File: src/psfm_pkg.sv
// shared types and constants of the power stage fault manager
package psfm_pkg;

  // event counting: fault at ten events, three good cycles clear the count
  localparam int unsigned FAULT_EVENT_LIMIT = 10;
  localparam int unsigned GOOD_RUN_CLEAR    = 3;
  localparam int unsigned CNT_W             = 4;

  // comparator figures kept for reference, sensing itself is analog
  localparam int unsigned OC_LIMIT_AMPS     = 100;
  localparam int unsigned OTP_RISE_DEGC     = 140;
  localparam int unsigned OTP_FALL_DEGC     = 128;

  // current report drive code
  typedef enum logic [3:0] {
    REP_SENSE = 4'h1,  // real sensed current
    REP_REF   = 4'h2,  // shorted to reference
    REP_ZERO  = 4'h4,  // pulled to 0 V
    REP_HIGH  = 4'h8   // pulled to high level
  } psfm_rep_e;

  // fault/temperature pin drive code
  typedef enum logic [2:0] {
    TF_TEMP = 3'h1,    // analog temperature report
    TF_HIGH = 3'h2,    // catastrophic, pulled high
    TF_WEAK = 3'h4     // weak pull down
  } psfm_tf_e;

  // top-level supervisor state
  typedef enum logic [2:0] {
    ST_LOCK = 3'h1,    // driver supply low before first start
    ST_RUN  = 3'h2,    // normal operation
    ST_DROP = 3'h4     // supply lost after normal operation
  } psfm_st_e;

  // sense inputs, sampled every clock; bootstrap under-voltage and over-current are counted at each switching cycle start
  typedef struct packed {
    logic oc;          // current above limit
    logic boot_uv;     // bootstrap under-voltage
    logic hs_short;    // high-side short
    logic otp_hi;      // above rising temperature threshold
    logic otp_lo;      // below falling temperature threshold
    logic supply_ok;   // driver supply above lockout
  } psfm_sense_s;

  // event counter state
  typedef struct packed {
    logic [CNT_W-1:0] events;
    logic [CNT_W-1:0] good;
    logic             fault;
  } psfm_cnt_s;

endpackage : psfm_pkg

File: src/psfm_event_counter.sv
// event counter: fault after ten events without three good cycles between
`timescale 1ns/10ps
`default_nettype none
module psfm_event_counter
  import psfm_pkg::*;
#(
  parameter int unsigned LIMIT    = FAULT_EVENT_LIMIT,
  parameter int unsigned GOOD_RUN = GOOD_RUN_CLEAR
) (
  input  wire logic clk,
  input  wire logic nrst,
  input  wire logic cycle_tick,
  input  wire logic event_hit,
  output logic      fault
);

  psfm_cnt_s s_r;
  psfm_cnt_s s_nxt;

  localparam logic [CNT_W-1:0] LIMIT_C = CNT_W'(LIMIT);
  localparam logic [CNT_W-1:0] GOOD_C  = CNT_W'(GOOD_RUN);

  // count once per switching cycle; fault is sticky until reset
  always_comb begin
    s_nxt = s_r;
    if (cycle_tick && !s_r.fault) begin
      if (event_hit) begin
        s_nxt.good   = '0;
        s_nxt.events = s_r.events + 4'h1;
        if (s_r.events + 4'h1 >= LIMIT_C) begin
          s_nxt.fault = 1'b1;
        end
      end else begin
        s_nxt.good = s_r.good + 4'h1;
        if (s_r.good + 4'h1 >= GOOD_C) begin
          s_nxt.events = '0;
          s_nxt.good   = '0;
        end
      end
    end
  end

  always_ff @(posedge clk) begin
    if (!nrst) begin
      s_r <= '0;
    end else begin
      s_r <= s_nxt;
    end
  end

  assign fault = s_r.fault;

endmodule : psfm_event_counter
`default_nettype wire

File: src/psfm_fault_manager.sv
// fault supervision of a synchronous buck power stage
// Contract
// - compare high-side current every switching cycle
// - over-current truncates on-pulse, keep following PWM
// - ten over-current cycles raise fault, report current
// - fault at ten events, three good clear
// - bootstrap under-voltage before and during operation
// - bootstrap fault: fault high, report 0V latched
// - supply lockout: weak pulls, no switching, report=reference
// - over-temperature: fault high, report reference, hysteresis
// - supply loss after run: stop, both zero
`timescale 1ns/10ps
`default_nettype none
module psfm_fault_manager
  import psfm_pkg::*;
#(
  parameter int unsigned LIMIT    = FAULT_EVENT_LIMIT,
  parameter int unsigned GOOD_RUN = GOOD_RUN_CLEAR
) (
  input  wire logic        clk,
  input  wire logic        nrst,
  input  wire logic        pwm_in,
  input  wire psfm_sense_s sense,
  output logic             hs_gate,
  output logic             ls_gate,
  output logic             pwm_pull_down,
  output psfm_tf_e         temp_fault_out,
  output psfm_rep_e        current_report_out
);

  typedef struct packed {
    psfm_st_e  st;
    logic      pwm_d;
    logic      trunc;
    logic      oc_cycle;
    logic      otp;
    logic      hss_lat;
    logic      hs;
    logic      ls;
    logic      pd;
    psfm_tf_e  tf;
    psfm_rep_e rep;
  } psfm_state_s;

  // pin codes of one fault class, fault pin and current report together
  typedef struct packed {
    psfm_tf_e  tf;
    psfm_rep_e rep;
  } psfm_pins_s;

  // gate drive and pwm pull request of one clock
  typedef struct packed {
    logic hs;
    logic ls;
    logic pd;
  } psfm_gates_s;

  psfm_state_s s_r;
  psfm_state_s s_nxt;
  logic        cycle_tick;
  logic        oc_fault;
  logic        boot_fault;
  psfm_gates_s gates_nxt;
  psfm_pins_s  pins_nxt;

  // gates follow pwm only in run; a cut pulse keeps the high side off
  // until the next cycle start, while the low side keeps following pwm
  function automatic psfm_gates_s drive_gates(
    input psfm_st_e st,
    input logic     pwm,
    input logic     cut
  );
    psfm_gates_s g;
    g = '0;
    if (st == ST_RUN) begin
      g.hs = pwm && !cut;
      g.ls = !pwm;
    end else begin
      // weak pull on the pwm line in either supply-low state; the
      // controller may still drive the line, so this is only a request
      g.pd = 1'b1;
    end
    return g;
  endfunction : drive_gates

  // fault class to pin codes, most severe first; the fault line is
  // wired between phases, so only the per-phase report names the class
  // and the faulty phase; a supply-low state outranks every latch
  function automatic psfm_pins_s encode_pins(
    input psfm_st_e st,
    input logic     short_lat,
    input logic     boot_lat,
    input logic     hot,
    input logic     oc_lat
  );
    psfm_pins_s p;
    p.tf  = TF_TEMP;
    p.rep = REP_SENSE;
    if (st == ST_LOCK) begin
      // not yet started: report tied to its reference
      p.tf  = TF_WEAK;
      p.rep = REP_REF;
    end else if (st == ST_DROP) begin
      // supply lost after start: report pulled to zero
      p.tf  = TF_WEAK;
      p.rep = REP_ZERO;
    end else if (short_lat) begin
      p.tf  = TF_HIGH;
      p.rep = REP_HIGH;
    end else if (boot_lat) begin
      p.tf  = TF_HIGH;
      p.rep = REP_ZERO;
    end else if (hot) begin
      p.tf  = TF_HIGH;
      p.rep = REP_REF;
    end else if (oc_lat) begin
      // report keeps the real current so the phase can be found
      p.tf  = TF_HIGH;
      p.rep = REP_SENSE;
    end
    return p;
  endfunction : encode_pins

  // a switching cycle starts at each rising pwm edge
  assign cycle_tick = pwm_in && !s_r.pwm_d;

  // over-current cycles, counted at each cycle start
  psfm_event_counter #(
    .LIMIT    (LIMIT),
    .GOOD_RUN (GOOD_RUN)
  ) u_oc_cnt (
    .clk        (clk),
    .nrst       (nrst),
    .cycle_tick (cycle_tick),
    .event_hit  (s_r.oc_cycle | (pwm_in & sense.oc)),
    .fault      (oc_fault)
  );

  // bootstrap under-voltage, sampled at each cycle start; a missing
  // capacitor shows at the very first cycle, so power-up is covered too
  psfm_event_counter #(
    .LIMIT    (LIMIT),
    .GOOD_RUN (GOOD_RUN)
  ) u_boot_cnt (
    .clk        (clk),
    .nrst       (nrst),
    .cycle_tick (cycle_tick),
    .event_hit  (sense.boot_uv),
    .fault      (boot_fault)
  );

  // supervisor, gate control and pin encoding
  always_comb begin
    s_nxt       = s_r;
    s_nxt.pwm_d = pwm_in;

    // over-current seen in this cycle; reset at the next cycle start
    if (cycle_tick) begin
      s_nxt.oc_cycle = 1'b0;
      s_nxt.trunc    = 1'b0;
    end
    if (pwm_in && sense.oc) begin
      s_nxt.oc_cycle = 1'b1;
      s_nxt.trunc    = 1'b1;
    end

    // temperature hysteresis
    if (sense.otp_hi) begin
      s_nxt.otp = 1'b1;
    end else if (sense.otp_lo) begin
      s_nxt.otp = 1'b0;
    end

    // first short event latches; no clear path short of reset
    if (sense.hs_short) begin
      s_nxt.hss_lat = 1'b1;
    end

    // supply state
    case (s_r.st)
      ST_LOCK: if (sense.supply_ok) s_nxt.st = ST_RUN;
      ST_RUN:  if (!sense.supply_ok) s_nxt.st = ST_DROP;
      ST_DROP: if (sense.supply_ok) s_nxt.st = ST_RUN;
      default: s_nxt.st = ST_LOCK;
    endcase

    // gates: follow pwm; truncation holds high side off till next cycle
    gates_nxt = drive_gates(s_nxt.st, pwm_in, s_nxt.trunc);
    s_nxt.hs  = gates_nxt.hs;
    s_nxt.ls  = gates_nxt.ls;
    s_nxt.pd  = gates_nxt.pd;

    // pin encoding, most severe first; short and bootstrap latches outrank temperature, which outranks the over-current latch
    pins_nxt  = encode_pins(s_nxt.st, s_nxt.hss_lat, boot_fault, s_nxt.otp, oc_fault);
    s_nxt.tf  = pins_nxt.tf;
    s_nxt.rep = pins_nxt.rep;
  end

  always_ff @(posedge clk) begin
    if (!nrst) begin
      s_r.st       <= ST_LOCK;
      s_r.pwm_d    <= 1'b0;
      s_r.trunc    <= 1'b0;
      s_r.oc_cycle <= 1'b0;
      s_r.otp      <= 1'b0;
      s_r.hss_lat  <= 1'b0;
      s_r.hs       <= 1'b0;
      s_r.ls       <= 1'b0;
      s_r.pd       <= 1'b1;
      s_r.tf       <= TF_WEAK;
      s_r.rep      <= REP_REF;
    end else begin
      s_r <= s_nxt;
    end
  end

  assign hs_gate            = s_r.hs;
  assign ls_gate            = s_r.ls;
  assign pwm_pull_down      = s_r.pd;
  assign temp_fault_out     = s_r.tf;
  assign current_report_out = s_r.rep;

endmodule : psfm_fault_manager
`default_nettype wire

File: config.mk
export PLATFORM = sky130hd
export DESIGN_NAME = psfm_fault_manager
export DESIGN_NICKNAME = d
export VERILOG_FILES = /design/src/psfm_pkg.sv /design/src/psfm_event_counter.sv /design/src/psfm_fault_manager.sv
export SDC_FILE = /design/constraint.sdc
export NUM_CORES = 1
export LEC_CHECK = 0
export BUFFER_PORTS_ARGS = -buffer_cell sky130_fd_sc_hd__clkbuf_2
export CORE_ASPECT_RATIO = 1.5
export CORE_UTILIZATION = 45
export CTS_CLUSTER_DIAMETER = 60
export DETAILED_ROUTE_END_ITERATION = 7
export SYNTH_ARGS = -nofsm -noshare
export SYNTH_HDL_FRONTEND = slang
export SYNTH_SLANG_ARGS = --single-unit
export TNS_END_PERCENT = 20
File: constraint.sdc
create_clock -name clk -period 3.25 [get_ports clk]
set_input_delay 0.4875 -clock clk [delete_from_list [all_inputs] [get_ports clk]]
set_output_delay 0.4875 -clock clk [all_outputs]
set_load 0.1 [all_outputs]
==> impl_results.md <==
* Post-CTS sizing at 0
* CP arrival at about 1900 ps
* Maximum clock frequency at a little under 0.6 GHz
* Commonest register cell after synthesis: dfxtp_1
* Most instantiated library cell after synthesis: dfxtp_1
* Syn nets at about 190
* Clock slew at reported path FFs at ~70 ps
* Syn avg cell area at 9.232 sq um
* Hold buffer count at cts at 0
* Final cell count without fillers at around 220
* Register area at about 720 sq um
* Max transition margin at 63.07%
* First-pass GRT wire length at a little under 5 mm
* Vias per std cell at between 5 and 6
* Starting DRT DRC Count at 30
* Synth top area cells: dfxtp_1, ha_1, nand2_1, a21oi_1, buf_4
* Die Ht at between 70 and 80 microns
* N_diodes at 0
* Post-layout power at approximately 910 uW
* Vias in the first global route at approximately 1200
* Setup WS post-layout at 1528 ps
* Synth top cells by count: dfxtp_1, nand2_1, nor2_1
* Vias at 1184
* Post-DP Area at roughly 1600 sq um
* Power per Cell Area at approximately 530 nW/um^2
* Hold Path Sink: hs_gate
* Core region area at 3222 sq um
* CTS max path bufs at 2
* Largest net degree at the start of global routing at 21
* Final Critical Period at between 1500 and 2000 ps
* Min-Delay Path Class: input port to register
* DR WL/cell at between 10 and 15 microns
* Setup slack at placement at around 1300 ps
* Hold Path Depth at 2
* Max Clock Skew at ~3.6 ps
* Cell count of the worst reg-to-reg path at 6
* Slew @ Worst Pin at about 550 ps
* Post-synth EDFFs at 0
* Register area share after synthesis at a little under half
* Required time worst endpoint at 3390 ps
* Outcome: finished clean
* #FFs+latches synth at 36
* Max cap viols at 0
* Layout cells sized above 1 at between 10% and 20%
* Crit. End Element: register
* Area leader, netlist: dfxtp_1
* P&R area growth vs syn at 10.26%
* RR Startpoint: u_boot_cnt.s_r[1]
* Fill cell count at roughly 290
* CTS Buf Count at 5
* Buffers on Ports at 18
* Final hold vios at 0
* Die X at between 50 and 60 microns
* Worst Setup Path Type: register to register
* Yosys top cell area share at 46.19%
* Post-synth ARST share at 0%
* DRC at 0
* VDD IR max at approximately 330 uV
* Drt pass-1 iters at 4
* Setup violations, final at 0
* H-tree levels at 2
* Cells after Synth at about 170
* Top Ports at 19
* Area of the multi-input gates at 737.0 sq um
* Placer Congestion at roughly 0.7
* Root Buffer: clkbuf_8
* GR Util All Layers at between 10% and 20%
* Leakage at 0.7441 nW
* Post-CTS setup buffer count at 0
* Unique cell type count in the Yosys netlist at 42
* Fin crit share at 52.98%
* DIE AREA at roughly 3700 sq um
* Initial antenna violation count at 0
* # rows at 25
* CTS tree: built
* Gr ovfl total at 0
* Design Area, Final at 1720 sq um
* CP Launch Type: register
* RSZ-0062 raised after global routing: no
* Initial Utilization at 48.43%
* Crit path max fanout at 5
* R2r setup slk at about 1500 ps
* Fin Setup TNS at 0 ps
* Dpl hpwl at about 2.0 mm
* Hold_sp: sense[5]
* FF-to-FF End: u_boot_cnt.s_r[2]
* Post-Syn Area at between 1500 and 2000 sq um
* Nets at slightly below 200
* Clk_lat worst skew at 280 ps
* Clk sink count at 36
* Synth warn at 0
* Placed Instances at 215
* Routed WL at ~2.8 mm
* Post-DRT Antenna Nets at 0
* Max Slew Vio Count at 0
kinds of logic after synthesis:
family / count (synthesis) / synth area share [%]
compound gates: 33 / 13.79
buf+inv: 20 / 6.575
simple gates: 64 / 22.37
flops: 36 / 46.19
mux: 2 / 1.283
xor+xnor: 6 / 3.368
fa+ha+maj: 8 / 6.416
per-stage QoR:
step                      util, %  hold slack (ps)
after global routing        53.40            411.8
after detailed placement    50.52            459.9
after floorplan                 -            425.1
final                       53.40            410.7
after global placement      50.52            448.6
after CTS                   53.40            400.8
worst max-delay path, stage by stage (launching register included):
cell and delay, ps:
dfxtp_1 420, inv_1 70, ha_1 190, nor2_1 90, o211a_1 230, nor2_1 110, a2111oi_0 470
sequential cells by signal, summed over array words and instances (netlist names):
name                flops
current_report_out      4
hs_gate                 1
ls_gate                 1
pwm_pull_down           1
s_r                     8
temp_fault_out          3
u_boot_cnt.fault        1
u_boot_cnt.s_r          8
u_oc_cnt.fault          1
u_oc_cnt.s_r            8
where the power goes:
group          switching, mW  leakage (nW)  internal [mW]
Clock                  0.152        0.0510          0.169
Sequential            0.0127         0.294          0.459
Combinational         0.0876         0.399         0.0336
cell type report:
cell class / instances / share of cell area (%)
clock inverter: 2 / 0.5818
inverter: 8 / 1.745
sequential: 36 / 41.89
multi-input combinational: 113 / 42.84
tap: 40 / 2.909
clock buffer: 6 / 4.800
timing repair buffer: 18 / 5.236
worst max path at each step:
stage / from / end / slack (ps) / cells past startpoint
floorplan: pwm_in / u_oc_cnt.s_r[2] / 1590 / 4
global placement: pwm_in / u_oc_cnt.s_r[2] / 1410 / 5
detailed placement: pwm_in / u_boot_cnt.s_r[2] / 1350 / 5
CTS: u_boot_cnt.s_r[5] / u_boot_cnt.fault / 1550 / 5
global route: u_boot_cnt.s_r[1] / u_boot_cnt.s_r[2] / 1300 / 6
finish: u_boot_cnt.s_r[1] / u_boot_cnt.s_r[2] / 1530 / 6
layer usage:
layer	wire length [microns]	GRT usage (%)	up-vias
li1	-	-	606
met1	1228	18.09	555
met2	1380	31.41	16
met3	90	5.112	7
met4	66	11.11	0
met5	0	0	-
layout by cell type, fill, tap and decap left out, types with 3 or more instances in the layout:
cell type  synthesis  final
inv_1              8      8
a21oi_1           11     11
clkbuf_8           0      6
nand2b_1           3      3
nor3_1             4      4
nand2_1           15     15
nor2b_1            5      5
nor2_1            13     13
o21ai_0            4      4
xnor2_1            4      4
o211ai_1           4      4
nand3_1            3      3
clkbuf_2           1     18
dfxtp_1           36     36
ha_1               8      8
(Power assumes the default switching activity.)
